## src/shared/cgd_map.svh

```systemverilog
// Constants of the processor glue block: address map, ports, vectors, timing.
// Assumes inclusion by the cgd_glue module; definitions only.
//
// Function
// - Hold processor reset while power not good
// - Latch low address on strobe falling edge
// - Decode only the mapped parts of 64K
// - IO/memory select picks memory or I/O space
// - I/O write 0008 updates command latch
// - I/O read 0008 returns cover/paper/carrier status
// - I/O read 0009 returns communication switches
// - Printer interrupt plus vector on data lines
// - Receiver character ready drives restart 6.5
// - Vectors 0018 tick, 0028 timeout/FIFO, 0008 both
// - Periodic tick interrupt every 2.5 ms
// - Interrupt when dot FIFOs half empty
// - Halve 2 MHz crystal into 1 MHz clock
// - READY low on print controller accesses
// - Map ROM, RAM, keypad, printer, serial ranges
`ifndef CGD_MAP_SVH
`define CGD_MAP_SVH

// ****************************************
// Memory map
// ****************************************
`define CGD_ROM_LOW_FIRST 16'h0000
`define CGD_ROM_LOW_LAST 16'h0FFF
`define CGD_ROM_HIGH_FIRST 16'h1000
`define CGD_ROM_HIGH_LAST 16'h1FFF
`define CGD_RAM_FIRST 16'h2000
`define CGD_RAM_LAST 16'h23FF
`define CGD_KEYPAD_FIRST 16'h3000
`define CGD_KEYPAD_LAST 16'h300F
`define CGD_PRINT_FIRST 16'h4000
`define CGD_PRINT_LAST 16'h4003
`define CGD_SERIAL_FIRST 16'h5000
`define CGD_SERIAL_LAST 16'h5001

// ****************************************
// I/O ports and fields
// ****************************************
`define CGD_PORT_CMD_STATUS 8'h08
`define CGD_PORT_SWITCHES 8'h09
`define CGD_CMD_RESET 8'h00

// ****************************************
// Restart vectors
// ****************************************
`define CGD_VEC_RESET 16'h0000
`define CGD_VEC_COMBINED 16'h0008
`define CGD_VEC_TICK 16'h0018
`define CGD_VEC_TIMEOUT_FIFO 16'h0028
`define CGD_VEC_SIX_FIVE 16'h0034
`define CGD_RESTART_OPCODE 8'hC7

// ****************************************
// Timing
// ****************************************
`define CGD_MCLK_KHZ 25000
`define CGD_TICK_NS 2500000
`define CGD_TICK_CYC ((`CGD_TICK_NS / 1000) * `CGD_MCLK_KHZ / 1000)
`define CGD_WAIT_NS 1000
`define CGD_WAIT_CYC ((`CGD_WAIT_NS * `CGD_MCLK_KHZ + 999999) / 1000000)

`endif

```

## src/shared/cgd_pkg.sv

```systemverilog
// Types of the processor glue block.
// Assumes nothing beyond a SystemVerilog compiler.
package cgd_pkg;

  // ****************************************
  // Carriers
  // ****************************************
  typedef struct packed {
    logic [4:0] servo_motion;
    logic dtr_enable;
    logic setup_lamp;
    logic power_lamp;
  } cgd_cmd_s;

  typedef struct packed {
    logic carrier_detect;
    logic paper_low;
    logic paper_out;
    logic cover_closed;
  } cgd_status_s;

  typedef struct packed {
    logic rom_low_select;
    logic rom_high_select;
    logic ram_bank_select;
    logic keypad_select;
    logic print_ctrl_select;
    logic serial_port_select;
  } cgd_sel_s;

  typedef struct packed {
    logic power_good_wake;
    logic ale;
    logic io_mem_sel;
    logic rd_n;
    logic wr_n;
    logic inta_n;
    logic xtal;
    logic rx_ready;
    logic timer_timeout;
    logic fifo_half_empty;
    cgd_status_s status;
    logic [7:0] switches;
    logic [7:0] high_address_byte;
    logic [7:0] muxed_addr_data_bus;
  } cgd_pins_s;

  typedef enum logic [1:0] {
    W_IDLE,
    W_STALL,
    W_HOLD
  } cgd_wait_e;

endpackage

```

## src/core/cgd_addr_latch.sv

```systemverilog
// Low address latch on the multiplexed address/data lines.
// Assumes strobe and lines already synchronised to mclk_i.
`timescale 1ns/10ps
`default_nettype none
module cgd_addr_latch
(
  input wire logic mclk_i,
  input wire logic arst_n_i,
  input wire logic ale_i,
  input wire logic [7:0] ad_i,
  output logic [7:0] low_addr_o
);

  // ****************************************
  // Follow while strobe high, freeze on fall
  // ****************************************
  logic [7:0] low_addr_q;
  logic [7:0] low_addr_d;

  assign low_addr_d = ale_i ? ad_i : low_addr_q;
  assign low_addr_o = low_addr_q;

  always_ff @(posedge mclk_i or negedge arst_n_i)
  begin
    if (!arst_n_i)
      low_addr_q <= 8'h00;
    else
      low_addr_q <= low_addr_d;
  end

endmodule
`default_nettype wire

```

## src/core/cgd_tick_gen.sv

```systemverilog
// Periodic tick pulse for the print controller interrupt.
// Assumes one clock; period given in mclk_i cycles.
`timescale 1ns/10ps
`default_nettype none
module cgd_tick_gen
#(
  parameter int unsigned TICK_CYC = 62500
)
(
  input wire logic mclk_i,
  input wire logic arst_n_i,
  output logic tick_o
);

  // ****************************************
  // Period counter
  // ****************************************
  logic [16:0] cnt_q;
  logic [16:0] cnt_d;
  logic tick_q;
  logic wrap;

  assign wrap = (cnt_q == 17'(TICK_CYC - 1));
  assign cnt_d = wrap ? 17'h00000 : cnt_q + 17'h00001;
  assign tick_o = tick_q;

  always_ff @(posedge mclk_i or negedge arst_n_i)
  begin
    if (!arst_n_i)
    begin
      cnt_q <= 17'h00000;
      tick_q <= 1'b0;
    end
    else
    begin
      cnt_q <= cnt_d;
      tick_q <= wrap;
    end
  end

endmodule
`default_nettype wire

```

## src/core/cgd_glue.sv

```systemverilog
// Processor glue: reset, address latch, decode, I/O ports, interrupts, wait states.
// Assumes processor and panel signals arrive asynchronously on pins.
`include "cgd_map.svh"
`timescale 1ns/10ps
`default_nettype none
module cgd_glue
#(
  parameter int unsigned TICK_CYC = `CGD_TICK_CYC
)
(
  input wire logic mclk_i,
  input wire logic arst_n_i,
  input wire logic power_good_wake_i,
  input wire logic xtal_i,
  input wire logic ale_i,
  input wire logic io_mem_sel_i,
  input wire logic rd_n_i,
  input wire logic wr_n_i,
  input wire logic inta_n_i,
  input wire logic [7:0] high_address_byte_i,
  input wire logic [7:0] muxed_addr_data_bus_i,
  input wire logic rx_ready_i,
  input wire logic timer_timeout_i,
  input wire logic fifo_half_empty_i,
  input wire cgd_pkg::cgd_status_s status_i,
  input wire logic [7:0] switches_i,
  output logic proc_reset_n_o,
  output logic clk_1mhz_o,
  output logic ready_o,
  output logic printer_ctrl_irq_o,
  output logic restart_input_six_five_o,
  output cgd_pkg::cgd_sel_s sel_o,
  output cgd_pkg::cgd_cmd_s cmd_o,
  output logic [7:0] muxed_addr_data_bus_o,
  output logic muxed_addr_data_bus_oe_o
);

  // ****************************************
  // Decode function
  // ****************************************
  function automatic cgd_pkg::cgd_sel_s mem_decode(input logic [15:0] a);
    cgd_pkg::cgd_sel_s s;
    s = '0;
    s.rom_low_select = (a >= `CGD_ROM_LOW_FIRST) && (a <= `CGD_ROM_LOW_LAST);
    s.rom_high_select = (a >= `CGD_ROM_HIGH_FIRST) && (a <= `CGD_ROM_HIGH_LAST);
    s.ram_bank_select = (a >= `CGD_RAM_FIRST) && (a <= `CGD_RAM_LAST);
    s.keypad_select = (a >= `CGD_KEYPAD_FIRST) && (a <= `CGD_KEYPAD_LAST);
    s.print_ctrl_select = (a >= `CGD_PRINT_FIRST) && (a <= `CGD_PRINT_LAST);
    s.serial_port_select = (a >= `CGD_SERIAL_FIRST) && (a <= `CGD_SERIAL_LAST);
    return s;
  endfunction

  // ****************************************
  // Pin synchronisers
  // ****************************************
  localparam cgd_pkg::cgd_pins_s PINS_RST = '{
    rd_n: 1'b1, wr_n: 1'b1, inta_n: 1'b1, default: '0};

  cgd_pkg::cgd_pins_s pins_raw;
  cgd_pkg::cgd_pins_s meta_q;
  cgd_pkg::cgd_pins_s pin_q;
  cgd_pkg::cgd_pins_s prev_q;

  assign pins_raw = '{
    power_good_wake: power_good_wake_i,
    ale: ale_i,
    io_mem_sel: io_mem_sel_i,
    rd_n: rd_n_i,
    wr_n: wr_n_i,
    inta_n: inta_n_i,
    xtal: xtal_i,
    rx_ready: rx_ready_i,
    timer_timeout: timer_timeout_i,
    fifo_half_empty: fifo_half_empty_i,
    status: status_i,
    switches: switches_i,
    high_address_byte: high_address_byte_i,
    muxed_addr_data_bus: muxed_addr_data_bus_i};

  always_ff @(posedge mclk_i or negedge arst_n_i)
  begin
    if (!arst_n_i)
    begin
      meta_q <= PINS_RST;
      pin_q <= PINS_RST;
      prev_q <= PINS_RST;
    end
    else
    begin
      meta_q <= pins_raw;
      pin_q <= meta_q;
      prev_q <= pin_q;
    end
  end

  // ****************************************
  // Address latch and tick
  // ****************************************
  logic [7:0] low_addr;
  logic tick;

  cgd_addr_latch u_addr_latch
  (
    .mclk_i(mclk_i),
    .arst_n_i(arst_n_i),
    .ale_i(pin_q.ale),
    .ad_i(pin_q.muxed_addr_data_bus),
    .low_addr_o(low_addr)
  );

  cgd_tick_gen #(.TICK_CYC(TICK_CYC)) u_tick_gen
  (
    .mclk_i(mclk_i),
    .arst_n_i(arst_n_i),
    .tick_o(tick)
  );

  // ****************************************
  // Cycle decode
  // ****************************************
  logic [15:0] addr;
  logic mem_cycle;
  logic io_cycle;
  logic rd_act;
  logic wr_act;
  logic inta_act;
  logic io_port_cmd;
  logic io_port_sw;
  cgd_pkg::cgd_sel_s mem_sel;
  cgd_pkg::cgd_sel_s sel_d;

  assign addr = {pin_q.high_address_byte, low_addr};
  assign rd_act = !pin_q.rd_n;
  assign wr_act = !pin_q.wr_n;
  assign inta_act = !pin_q.inta_n;
  assign mem_cycle = !pin_q.io_mem_sel && (rd_act || wr_act);
  assign io_cycle = pin_q.io_mem_sel && (rd_act || wr_act);
  assign mem_sel = mem_decode(addr);
  assign sel_d = mem_cycle ? mem_sel : '0;
  assign io_port_cmd = io_cycle && (low_addr == `CGD_PORT_CMD_STATUS);
  assign io_port_sw = io_cycle && (low_addr == `CGD_PORT_SWITCHES);

  // ****************************************
  // Command latch and status return
  // ****************************************
  cgd_pkg::cgd_cmd_s cmd_q;
  cgd_pkg::cgd_cmd_s cmd_d;

  assign cmd_d = (io_port_cmd && wr_act) ? cgd_pkg::cgd_cmd_s'(pin_q.muxed_addr_data_bus) : cmd_q;

  // ****************************************
  // Printer interrupt pending flags
  // ****************************************
  logic tick_pend_q;
  logic tick_pend_d;
  logic tof_pend_q;
  logic tof_pend_d;
  logic tof_event;
  logic inta_fall;
  logic inta_rise;
  logic [1:0] served_q;
  logic [1:0] served_d;
  logic [7:0] vector_code;

  assign tof_event = (pin_q.timer_timeout && !prev_q.timer_timeout)
    || (pin_q.fifo_half_empty && !prev_q.fifo_half_empty);
  assign inta_fall = inta_act && prev_q.inta_n;
  assign inta_rise = !inta_act && !prev_q.inta_n;
  assign served_d = inta_fall ? {tof_pend_q, tick_pend_q} : served_q;
  assign tick_pend_d = tick || (tick_pend_q && !(inta_rise && served_q[0]));
  assign tof_pend_d = tof_event || (tof_pend_q && !(inta_rise && served_q[1]));

  always_comb
  begin
    case (served_q)
      2'b11: vector_code = 8'(`CGD_RESTART_OPCODE | `CGD_VEC_COMBINED);
      2'b01: vector_code = 8'(`CGD_RESTART_OPCODE | `CGD_VEC_TICK);
      2'b10: vector_code = 8'(`CGD_RESTART_OPCODE | `CGD_VEC_TIMEOUT_FIFO);
      default: vector_code = 8'h00;
    endcase
  end

  // ****************************************
  // Data bus drive
  // ****************************************
  logic [7:0] ad_d;
  logic ad_oe_d;
  logic vec_drive;

  assign vec_drive = inta_act && !inta_fall && (served_q != 2'b00);
  assign ad_oe_d = (io_port_cmd && rd_act) || (io_port_sw && rd_act) || vec_drive;

  always_comb
  begin
    if (vec_drive)
      ad_d = vector_code;
    else if (io_port_sw)
      ad_d = pin_q.switches;
    else if (io_port_cmd)
      ad_d = {4'h0, pin_q.status};
    else
      ad_d = 8'h00;
  end

  // ****************************************
  // Wait-state logic
  // ****************************************
  cgd_pkg::cgd_wait_e wstate_q;
  cgd_pkg::cgd_wait_e wstate_d;
  logic [7:0] wcnt_q;
  logic [7:0] wcnt_d;
  logic ready_q;
  logic ready_d;
  logic print_access;

  assign print_access = (mem_cycle && mem_sel.print_ctrl_select)
    || vec_drive;

  always_comb
  begin
    wstate_d = wstate_q;
    wcnt_d = wcnt_q;
    ready_d = ready_q;
    case (wstate_q)
      cgd_pkg::W_IDLE:
      begin
        if (print_access)
        begin
          wstate_d = cgd_pkg::W_STALL;
          wcnt_d = 8'(`CGD_WAIT_CYC - 1);
          ready_d = 1'b0;
        end
      end
      cgd_pkg::W_STALL:
      begin
        if (wcnt_q == 8'h00)
        begin
          wstate_d = cgd_pkg::W_HOLD;
          ready_d = 1'b1;
        end
        else
          wcnt_d = wcnt_q - 8'h01;
      end
      cgd_pkg::W_HOLD:
      begin
        if (!rd_act && !wr_act && !inta_act)
          wstate_d = cgd_pkg::W_IDLE;
      end
      default:
      begin
        wstate_d = cgd_pkg::W_IDLE;
        ready_d = 1'b1;
      end
    endcase
  end

  // ****************************************
  // Registers
  // ****************************************
  cgd_pkg::cgd_sel_s sel_q;
  logic reset_n_q;
  logic clk_1mhz_q;
  logic six_five_q;
  logic irq_q;
  logic [7:0] ad_q;
  logic ad_oe_q;

  always_ff @(posedge mclk_i or negedge arst_n_i)
  begin
    if (!arst_n_i)
    begin
      reset_n_q <= 1'b0;
      clk_1mhz_q <= 1'b0;
      sel_q <= '0;
      cmd_q <= `CGD_CMD_RESET;
      tick_pend_q <= 1'b0;
      tof_pend_q <= 1'b0;
      served_q <= 2'b00;
      irq_q <= 1'b0;
      six_five_q <= 1'b0;
      ad_q <= 8'h00;
      ad_oe_q <= 1'b0;
      wstate_q <= cgd_pkg::W_IDLE;
      wcnt_q <= 8'h00;
      ready_q <= 1'b1;
    end
    else
    begin
      reset_n_q <= pin_q.power_good_wake;
      if (pin_q.xtal && !prev_q.xtal)
        clk_1mhz_q <= !clk_1mhz_q;
      sel_q <= sel_d;
      cmd_q <= cmd_d;
      tick_pend_q <= tick_pend_d;
      tof_pend_q <= tof_pend_d;
      served_q <= served_d;
      irq_q <= tick_pend_d || tof_pend_d;
      six_five_q <= pin_q.rx_ready;
      ad_q <= ad_d;
      ad_oe_q <= ad_oe_d;
      wstate_q <= wstate_d;
      wcnt_q <= wcnt_d;
      ready_q <= ready_d;
    end
  end

  // ****************************************
  // Outputs
  // ****************************************
  assign proc_reset_n_o = reset_n_q;
  assign clk_1mhz_o = clk_1mhz_q;
  assign ready_o = ready_q;
  assign printer_ctrl_irq_o = irq_q;
  assign restart_input_six_five_o = six_five_q;
  assign sel_o = sel_q;
  assign cmd_o = cmd_q;
  assign muxed_addr_data_bus_o = ad_q;
  assign muxed_addr_data_bus_oe_o = ad_oe_q;

endmodule
`default_nettype wire

```

## config.mk

```make
export PLATFORM = sky130hd
export DESIGN_NAME = cgd_glue
export DESIGN_NICKNAME = d
export VERILOG_FILES = /design/src/shared/cgd_pkg.sv /design/src/core/cgd_addr_latch.sv /design/src/core/cgd_tick_gen.sv /design/src/core/cgd_glue.sv
export VERILOG_INCLUDE_DIRS = /design/src /design/src/shared
export SDC_FILE = /design/constraint.sdc
export NUM_CORES = 1
export LEC_CHECK = 0
export ABC_AREA = 1
export BUFFER_PORTS_ARGS = -buffer_cell sky130_fd_sc_hd__buf_2
export CAP_MARGIN = 20
export CORE_MARGIN = 2
export CORE_UTILIZATION = 60
export CTS_CLUSTER_SIZE = 16
export DETAILED_ROUTE_END_ITERATION = 8
export GPL_TIMING_DRIVEN = 0
export PLACE_DENSITY = 0.87
export SETUP_SLACK_MARGIN = 0.2
export SLEW_MARGIN = 5
export SYNTH_ARGS = -nofsm -noshare
export SYNTH_HDL_FRONTEND = slang
export SYNTH_SLANG_ARGS = --single-unit
```

## constraint.sdc

```tcl
create_clock -name mclk_i -period 2.2 [get_ports mclk_i]
set_input_delay 0.33 -clock mclk_i [delete_from_list [all_inputs] [get_ports mclk_i]]
set_output_delay 0.33 -clock mclk_i [all_outputs]
set_load 0.01 [all_outputs]
```

### After elaboration in Yosys (flattened, before gate mapping)

Index checks and enable logic that the tools add are counted.

| storage, ports and cells | value |
|---|---|
| input port bits | 40 |
| flip-flop bits (word level) | 148 |
| output and inout bits | 28 |

| cells by class | value |
|---|---|
| magnitude comparators | 12 |
| reduce and logical (&&, ||, !) cells | 54 |
| equality and inequality tests | 12 |
| add/subtract/negate cells | 2 |
| bitwise logic cells | 1 |
| mux-type cells | 16 |

Operators by type and width:

| operator | number |
|---|---|
| $ge 16x14->1 const B | 2 |
| $ge 16x15->1 const B | 2 |
| $le 16x14->1 const B | 2 |
| $le 16x15->1 const B | 2 |
| $mux 8 | 4 |
| $logic_and 1x1->1 | 27 |
| $pmux 8 s3 | 1 |
| $add 17x1->17 const B | 1 |
| $eq 17x16->1 const B | 1 |
| $mux 17 | 1 |
| $eq 8x4->1 const B | 2 |
| $ge 16x1->1 const B | 1 |
| $ge 16x13->1 const B | 1 |
| $le 16x12->1 const B | 1 |
| $le 16x13->1 const B | 1 |
| $pmux 8 s2 | 1 |
| $logic_not 1->1 | 12 |
| $reduce_and 3->1 | 3 |
| $logic_not 8->1 | 1 |
| $logic_or 1x1->1 | 8 |
| $ne 2x2->1 const B | 4 |
| $sub 8x1->8 const B | 1 |
| $eq 2x2->1 const B | 3 |
| $mux 2 | 3 |
| other kinds (9) | 12 |

### Logic depth before layout (Yosys ltp)

Gate-level depths: netlist (run 1).

| logic depth | value |
|---|---|
| depth after elaboration | 8 |
| mapped depth | 10 |
| gate-level depth less buffers | 9 |

### Hierarchy

A second synthesis (run 1) with hierarchy kept.

| unflattened totals | value |
|---|---|
| cells, all modules | 492 |
| area, all modules | 5340.1 µm² |

By module, submodules not included:

| module | cells an instance | area an instance (µm²) | instances |
|---|---|---|---|
| cgd_glue | 335 | 4081.4 | 1 |
| cgd_tick_gen | 123 | 953.4 | 1 |
| cgd_addr_latch | 34 | 305.3 | 1 |

### Worst setup path before layout (run 1)

No wires, ideal clock.

| timing path | value |
|---|---|
| kind | register to register |
| from | register wcnt_q[0] |
| to | register wcnt_q[4] |
| path slack | 934 ps |
| arrival | 1149 ps |
| stages on the path, launching flop included | 9 |
| buffers on the path | 0 |
| library setup time | 117 ps |
| cell sequence | dfrtp_1 -> inv_1 -> ha_1 -> nand2_1 -> nor2_2 -> a21oi_1 -> nand2_2 -> nand2_1 -> nand2_1 |

| on the way | value |
|---|---|
| cells in the longest elaborated chain, start to end | 3 |

Ends and longest elaborated chain:

| item | RTL line | RTL |
|---|---|---|
| start: declaration | cgd_glue.sv:210 | `logic [7:0] wcnt_q;` |
| start signal: assignment | cgd_glue.sv:302 | `wcnt_q <= wcnt_d;` |
| $sub 8x1->8 / $logic_not 8->1 (equally long branches) | cgd_glue.sv:242, cgd_glue.sv:236 |  |
| $mux 8 / $ne 2x2->1 (equally long branches) | -- |  |
| $pmux 8 s2 / $reduce_and 3->1 (equally long branches) | -- |  |

Several ways; a longest one is shown, not always the timed one. The select of a mux whose other input is x is not followed.
A chain may end at the register's enable or synchronous reset.

### Final worst setup path (run 1)

| timing path | value |
|---|---|
| from | register u_addr_latch.low_addr_q[6] (netlist: u_addr_latch.low_addr_o[6]) |
| to | register ad_q[4] (netlist: muxed_addr_data_bus_o[4]) |

| on the way | value |
|---|---|
| cells in the longest elaborated chain, start to end | 4 |

Ends and longest elaborated chain:

| item | RTL line | RTL |
|---|---|---|
| start: declaration | cgd_addr_latch.sv:17 | `logic [7:0] low_addr_q;` |
| start signal: assignment | cgd_addr_latch.sv:28 | `low_addr_q <= low_addr_d;` |
| $eq 8x4->1 (no source line) | -- |  |
| $logic_and 1x1->1 | cgd_glue.sv:141 | `` assign io_port_sw = io_cycle && (low_addr == `CGD_PORT_SWITCHES); `` |
| $mux 8 | cgd_glue.sv:197 | `else if (io_port_sw)` |
| $mux 8 | cgd_glue.sv:195 | `if (vec_drive)` |
| net ad_d[4] | cgd_glue.sv:186 | `logic [7:0] ad_d;` |
| end signal: assignment | cgd_glue.sv:281 | `ad_q <= 8'h00;` |
| end signal: assignment | cgd_glue.sv:299 | `ad_q <= ad_d;` |
| end: declaration | cgd_glue.sv:265 | `logic [7:0] ad_q;` |

The timed path passes the listed nets, and every way through them passes these cells.

==> run metrics, run 1 <==
Vias 3688; clk buf depth 2; DP Area 0.005827 mm^2; Remaining DRCs 0; maximum clock rate 605.5 MHz; worst slack, placed ~0.70 ns; largest net degree at the start of global routing 99; Placer Congestion 0.9043; flops & latches, synth ~150; crit path DAT 2.04 ns; Antenna Nets Post-Route 0; setup TNS after final layout 0 ns; EDFF count, synth 0; 1st-iter DRT viols around 240; Root Buffer clkbuf_8; Post-CTS Hold Fix Bufs 39; Max rail drop VDD slightly above 0.9 mV; RSZ-0062 raised after global routing false; CTS buffer count 17; grt ovf 0; Worst Skew 0.007157 ns; vias in the first global route around 3900; top routing layer in use met4; post_cts resized 0; Slew @ Worst Pin 0.4903 ns; Final Instance Count excl. Fillers 712; met1 WL around 4.3 mm; H-Tree Depth 4; ys flop type dfrtp_1; Die W 98.19 um; worst skew pair latency roughly 0.52 ns; ANT cells 0; initial antenna violation count 0; Cell Area, Synth 0.005323 mm^2; nets 634; Final WS setup roughly 0.55 ns; dpl hpwl 6.671 mm; most frequent cells in the layout dfrtp_1 (140), nand2_1 (91), buf_2 (67); Avg Inst Size Synth ~11 um^2; clock sinks ~150; core utilization of the finished layout 0.7852; minimum clock period 1.651 ns; met3 wire length about 630 um; final setup violation count 0; storage element area 0.003714 mm^2; critical path class reg2reg; Tightest Hold Check Type in2async; Tot GR Track Use 0.2450; WHS 0.3218 ns; Final Cell Area 0.006814 mm^2; fillers ~490; async set-reset flop share out of synthesis 1.000; row count 34; Die ar. 0.009640 mm^2; I/O pins 68; first-pass GRT wire length ~18 mm; CP Capture Type register; post-synthesis sequential area ratio 0.6977; status complete, no violations; Critical Path RT 2.59 ns; synth unique cells 37; DRT Pass-1 Iters 5; routed length on met2 between 5 and 6 mm; CTS clk-pin slew, worst paths 0.07 ns; CP max FO 8; fraction of layout cells with a size suffix above 1 0.2351; Post-CTS Setup Inserts 0; Rel. slew slack 0.6706; commonest non-fill, non-tap cell in the layout dfrtp_1; Cells after DPL 641; Initial Utilization 0.6133; die extent in y 98.19 um; DRT Wirelength 10.89 mm; max-cap violations 0; leak pwr approximately 3.4 nW; area of the multi-input gates 0.001375 mm^2; mean routed wirelength per cell between 15 and 20 um; Synth Instances 465; syn nets 508; Synth Warn # 0; PortBufs 67; CTS tree built; period utilisation layout 0.7506; core footprint 0.008678 mm^2; Synth-to-Final Area Change 28.02%; routed vias/inst 5.180; Overall Power 6.762 mW; Hold Fails Final Rpt 0; Startpoint Class register; fin. max-slew vios 0; Power Density 992.3 mW/mm^2
-- worst max-delay path, cell delays in order, from the launching register on --
cell     delay (ns)
dfrtp_1        0.40
nor2_1         0.14
nand3_2        0.18
nor2_2         0.42
nand2_1        0.18
o32ai_1        0.21
-- cell usage after synthesis, drive strengths merged (2+ instances only) --
cell type | number | share of area
dfrtp | 140 | 0.66
nand2 | 98 | 0.076
inv | 54 | 0.038
nor2 | 52 | 0.043
nand3 | 36 | 0.038
o21ai | 19 | 0.018
xor2 | 10 | 0.016
nor3 | 9 | 0.014
dfstp | 8 | 0.039
a21oi | 7 | 0.0087
nand4 | 7 | 0.0082
xnor2 | 4 | 0.0066
buf | 3 | 0.0052
ha | 3 | 0.0071
mux2 | 3 | 0.0063
nor4 | 2 | 0.0024
o211ai | 2 | 0.0038
o32ai | 2 | 0.0033
-- state kept, by name, summed over array words and instances, names as in the netlist, 2 cells and up --
name,flops
meta_q,38
pin_q,30
u_tick_gen.cnt_q,17
addr,8
cmd_o,8
muxed_addr_data_bus_o,8
u_addr_latch.low_addr_o,8
wcnt_q,8
sel_o,6
prev_q,4
served_q,2
wstate_q,2
-- final timing paths --
path / slack [ns] / endpoint / start / cells after the start
setup / recovery: 0.55 / muxed_addr_data_bus_o[4] / u_addr_latch.low_addr_o[6] / 5
hold / removal: 0.32 / sel_o[2] / arst_n_i / 2
setup reg to reg: 0.55 / muxed_addr_data_bus_o[4] / u_addr_latch.low_addr_o[6] / 5
hold reg to reg: 0.35 / pin_q[17] / meta_q[17] / 0
max in group asynchronous: 1.09 / pin_q[19] / arst_n_i / 3
min in group mclk_i: 0.35 / pin_q[17] / meta_q[17] / 0
-- report_power, final --
group / switching, mW / total (mW) / internal (mW)
Sequential: 0.162 / 3.11 / 2.95
Clock: 1.30 / 2.78 / 1.48
Combinational: 0.529 / 0.867 / 0.338
-- layer usage --
layer,GRT usage,vias up
li1,-,1734
met1,0.3059,1800
met2,0.4110,134
met3,0.07301,20
met4,0.08957,0
met5,0,-
-- final cells by class --
cell class | instances | area share
Inverter | 54 | 0.02975
Sequential cell | 148 | 0.5450
Clock inverter | 15 | 0.02681
Buffer | 4 | 0.004591
Multi-Input combinational cell | 259 | 0.2018
Clock buffer | 17 | 0.06078
Timing Repair Buffer | 107 | 0.1115
Tap cell | 108 | 0.01983
-- cell families (layout without fill, tap and decap cells) --
| logic type | after synthesis | count (layout) | synth area share |
|---|---|---|---|
| multiplexers | 3 | 3 | 0.006347 |
| AND/OR/NAND/NOR | 206 | 206 | 0.1841 |
| XOR/XNOR | 14 | 14 | 0.02304 |
| adder cells (fa/ha/maj) | 3 | 3 | 0.007053 |
| flip-flops | 148 | 148 | 0.6977 |
| buffers and inverters | 58 | 197 | 0.04396 |
| AO/OA/AOI/OAI | 33 | 33 | 0.03785 |
Note: power is estimated with default switching activity, not from simulation.
==> run 2: changes to the inputs <==
--- a/config.mk
+++ b/config.mk
@@ -6,15 +6,15 @@
 export SDC_FILE = /design/constraint.sdc
 export NUM_CORES = 1
 export LEC_CHECK = 0
-export ABC_AREA = 1
+export ABC_AREA = 0
 export BUFFER_PORTS_ARGS = -buffer_cell sky130_fd_sc_hd__buf_2
 export CAP_MARGIN = 20
 export CORE_MARGIN = 2
-export CORE_UTILIZATION = 60
+export CORE_UTILIZATION = 51
 export CTS_CLUSTER_SIZE = 16
 export DETAILED_ROUTE_END_ITERATION = 8
 export GPL_TIMING_DRIVEN = 0
-export PLACE_DENSITY = 0.87
+export PLACE_DENSITY = 0.8
 export SETUP_SLACK_MARGIN = 0.2
 export SLEW_MARGIN = 5
 export SYNTH_ARGS = -nofsm -noshare
==> constraint.sdc (replaced) <==
create_clock -name mclk_i -period 1.36 [get_ports mclk_i]
set_input_delay 0.204 -clock mclk_i [delete_from_list [all_inputs] [get_ports mclk_i]]
set_output_delay 0.204 -clock mclk_i [all_outputs]
set_load 0.01 [all_outputs]
==> run 2 against run 1 <==
  * The flow now finishes with violations (setup timing)
  * Register-to-register slack lost 1.4 ns
  * Die area is 13% higher
  * Core utilization is 0.67 points higher
  * Via count rose by 1.6%
  * Critical path type unchanged
  * Largest cell class unchanged
  * Highest routed layer unchanged
==> run metrics, run 2 <==
status finished, violations left; violated checks setup timing; Power Density 1533 mW/mm^2; Avg Inst Size Synth about 15 um^2; DRT Pass-1 Iters 5; slowest stage delay, CP 0.55 ns; Hold Fails Final Rpt 0; EDFF count, synth 0; Cell Area, Synth 0.005131 mm^2; vias in the first global route 3765; CP max FO 8; commonest non-fill, non-tap cell in the layout dfrtp_1; largest area contributor in the netlist dfrtp_1; CP Capture Type register; row count 36; syn nets 391; area share of the largest cell type after synthesis 0.6828; CTS clk-pin slew, worst paths 0.07 ns; clk buf depth 2; Reg with most FFs meta_q; Placer Congestion 0.8685; Worst Skew 0.01063 ns; multiplexer share of the synthesized area 0.05950; Slew @ Worst Pin 0.5354 ns; Die ar. roughly 0.011 mm^2; clock sinks 148; Antenna Nets Post-Route 0; Vias 3747; die extent in y 104.3 um; leak pwr 3.625 nW; fin. max-slew vios 0; area of the multi-input gates 0.001767 mm^2; post-synthesis sequential area ratio 0.7237; top cells by area, synth dfrtp_1 (68%), dfstp_2 (4.1%), mux2_2 (2.6%); Initial Utilization 0.5250; first-pass GRT wire length 18.97 mm; grt ovf 0; Remaining DRCs 0; CP cell instances or4bb_1, or2_1, or3_4, buf_12, mux2_4; largest family of logic cells by synthesized area simple AND/OR/NAND/NOR gates; CP delay by family, top simple AND/OR/NAND/NOR gates; most frequent cells after synthesis dfrtp_1 (140), nand2_1 (16), a21oi_1 (12), mux2_2 (12), nor2_1 (12); routed vias/inst 5.494; worst r2r src u_addr_latch.low_addr_o[2]; Tightest Hold Check Type in2async; Startpoint Class register; most frequent cells in the layout dfrtp_1 (135), buf_2 (61), buf_4 (40); worst slack, placed -0.7471 ns; RSZ-0062 raised after global routing true; fraction of layout cells with a size suffix above 1 0.4936; reg2reg path depth 5; largest registers meta_q (38), pin_q (30), u_tick_gen.cnt_q (17); ANT cells 0; CTS buffer count 17; Adder-Cell Fraction of Synth Area 0.007315; max-cap violations 0; final setup violation count 47; critical path class reg2reg; async set-reset flop share out of synthesis 1.000; Rel. slew slack 0.6431; fillers 500; period utilisation layout 1.611; Final WS setup -0.8311 ns; flops & latches, synth 148; R2R Setup Slk -0.83 ns; core footprint 0.009774 mm^2; Post-Synth Simple-Gate Area 0.1119; max reg flops 38; nets 579; Critical Path Slowest Stage Cell or4bb_1; Synth Instances 348; PortBufs 67; most frequent cell after synthesis dfrtp_1; worst skew pair latency 0.53 ns; Synth-to-Final Area Change 50.84%; Die W 104.3 um; H-Tree Depth 4; Overall Power 11.87 mW; I/O pins between 60 and 70; synth unique cells 51; mean routed wirelength per cell 21.51 um; 1st-iter DRT viols 214; Post-Synth XOR/XNOR Area 0.02560; crit path DAT 2.60 ns; minimum clock period 2.191 ns; post-synthesis compound-gate area fraction 0.05584; Max rail drop VDD 1.228 mV; initial antenna violation count 0; dpl hpwl slightly below 6 mm; CTS tree built; Synth Warn # 0; largest net degree at the start of global routing 107; ys flop type dfrtp_1; Crit path buffers/inverters 1; DRT Wirelength ~15 mm; Tot GR Track Use 0.2298; Critical Path RT 1.77 ns; RR Endpoint cmd_o[3]; storage element area approximately 0.0037 mm^2; Root Buffer clkbuf_8; maximum clock rate ~460 MHz
## run 2: worst max path at each step
stage | start | end | slack (ns) | cells after the start
after floorplan | u_addr_latch.low_addr_o[4] | cmd_o[0] | -0.63 | 5
after global placement | arst_n_i | meta_q[19] | -1.77 | 1
after detailed placement | u_addr_latch.low_addr_o[1] | cmd_o[0] | -0.75 | 5
after CTS | u_addr_latch.low_addr_o[7] | cmd_o[0] | -0.73 | 5
after global routing | u_addr_latch.low_addr_o[2] | cmd_o[3] | -0.85 | 5
final | u_addr_latch.low_addr_o[2] | cmd_o[3] | -0.83 | 5
## run 2: logic make-up (layout without fill, tap and decap cells)
| group | Yosys count | in the layout |
|---|---|---|
| flip-flops | 148 | 148 |
| multiplexers | 25 | 25 |
| AND/OR/NAND/NOR | 95 | 95 |
| AO/OA/AOI/OAI | 44 | 44 |
| adder cells (fa/ha/maj) | 3 | 3 |
| buffers and inverters | 18 | 219 |
| XOR/XNOR | 15 | 15 |
## run 2: layer usage
metal / part of all wire / track usage
met4: 0.034 / 0.09170
met2: 0.54 / 0.3992
met1: 0.37 / 0.2706
met5: 0 / 0
met3: 0.046 / 0.06328
## run 2: through the flow
step	std cells	utilization	hold slack, ns	cell area (um^2)	TNS, ns
4_1_cts	653	0.7439	0.1552	7271	-16.76
2_1_floorplan	348	-	-0.09159	5271	-9.599
5_1_grt	682	0.7919	0.1976	7740	-21.19
3_3_place_gp	548	0.5906	0.3111	5773	-269.61
6_report	682	0.7919	0.1768	7740	-19.31
3_5_place_dp	549	0.5941	0.1382	5807	-16.53
## run 2: layout make-up
type / instances / area share
clock buffers: 18 / 0.05529
multi-input cells: 182 / 0.2283
clock inverters: 14 / 0.02134
plain buffers: 9 / 0.01277
inverters: 9 / 0.004365
repair buffers: 169 / 0.1759
well taps: 133 / 0.02150
flip-flops and latches: 148 / 0.4806
## run 2: timing repair
action / CTS / global route
pin swaps: 27 / 22
resized for setup: 55 / 56
buffers inserted: 33 / 28
hold endpoints to repair: 80 / 0
hold buffers: 39 / 0
gates cloned: 0 / 1
setup endpoints to repair: 90 / 86
## run 2: report_power, final
| part | total, mW | leakage [nW] | internal [mW] | switching [mW] |
|---|---|---|---|---|
| Combinational | 1.97 | 1.54 | 0.976 | 0.993 |
| Sequential | 5.15 | 1.79 | 4.77 | 0.374 |
| Clock | 4.75 | 0.297 | 2.73 | 2.02 |
| Total | 11.9 | 3.62 | 8.48 | 3.39 |
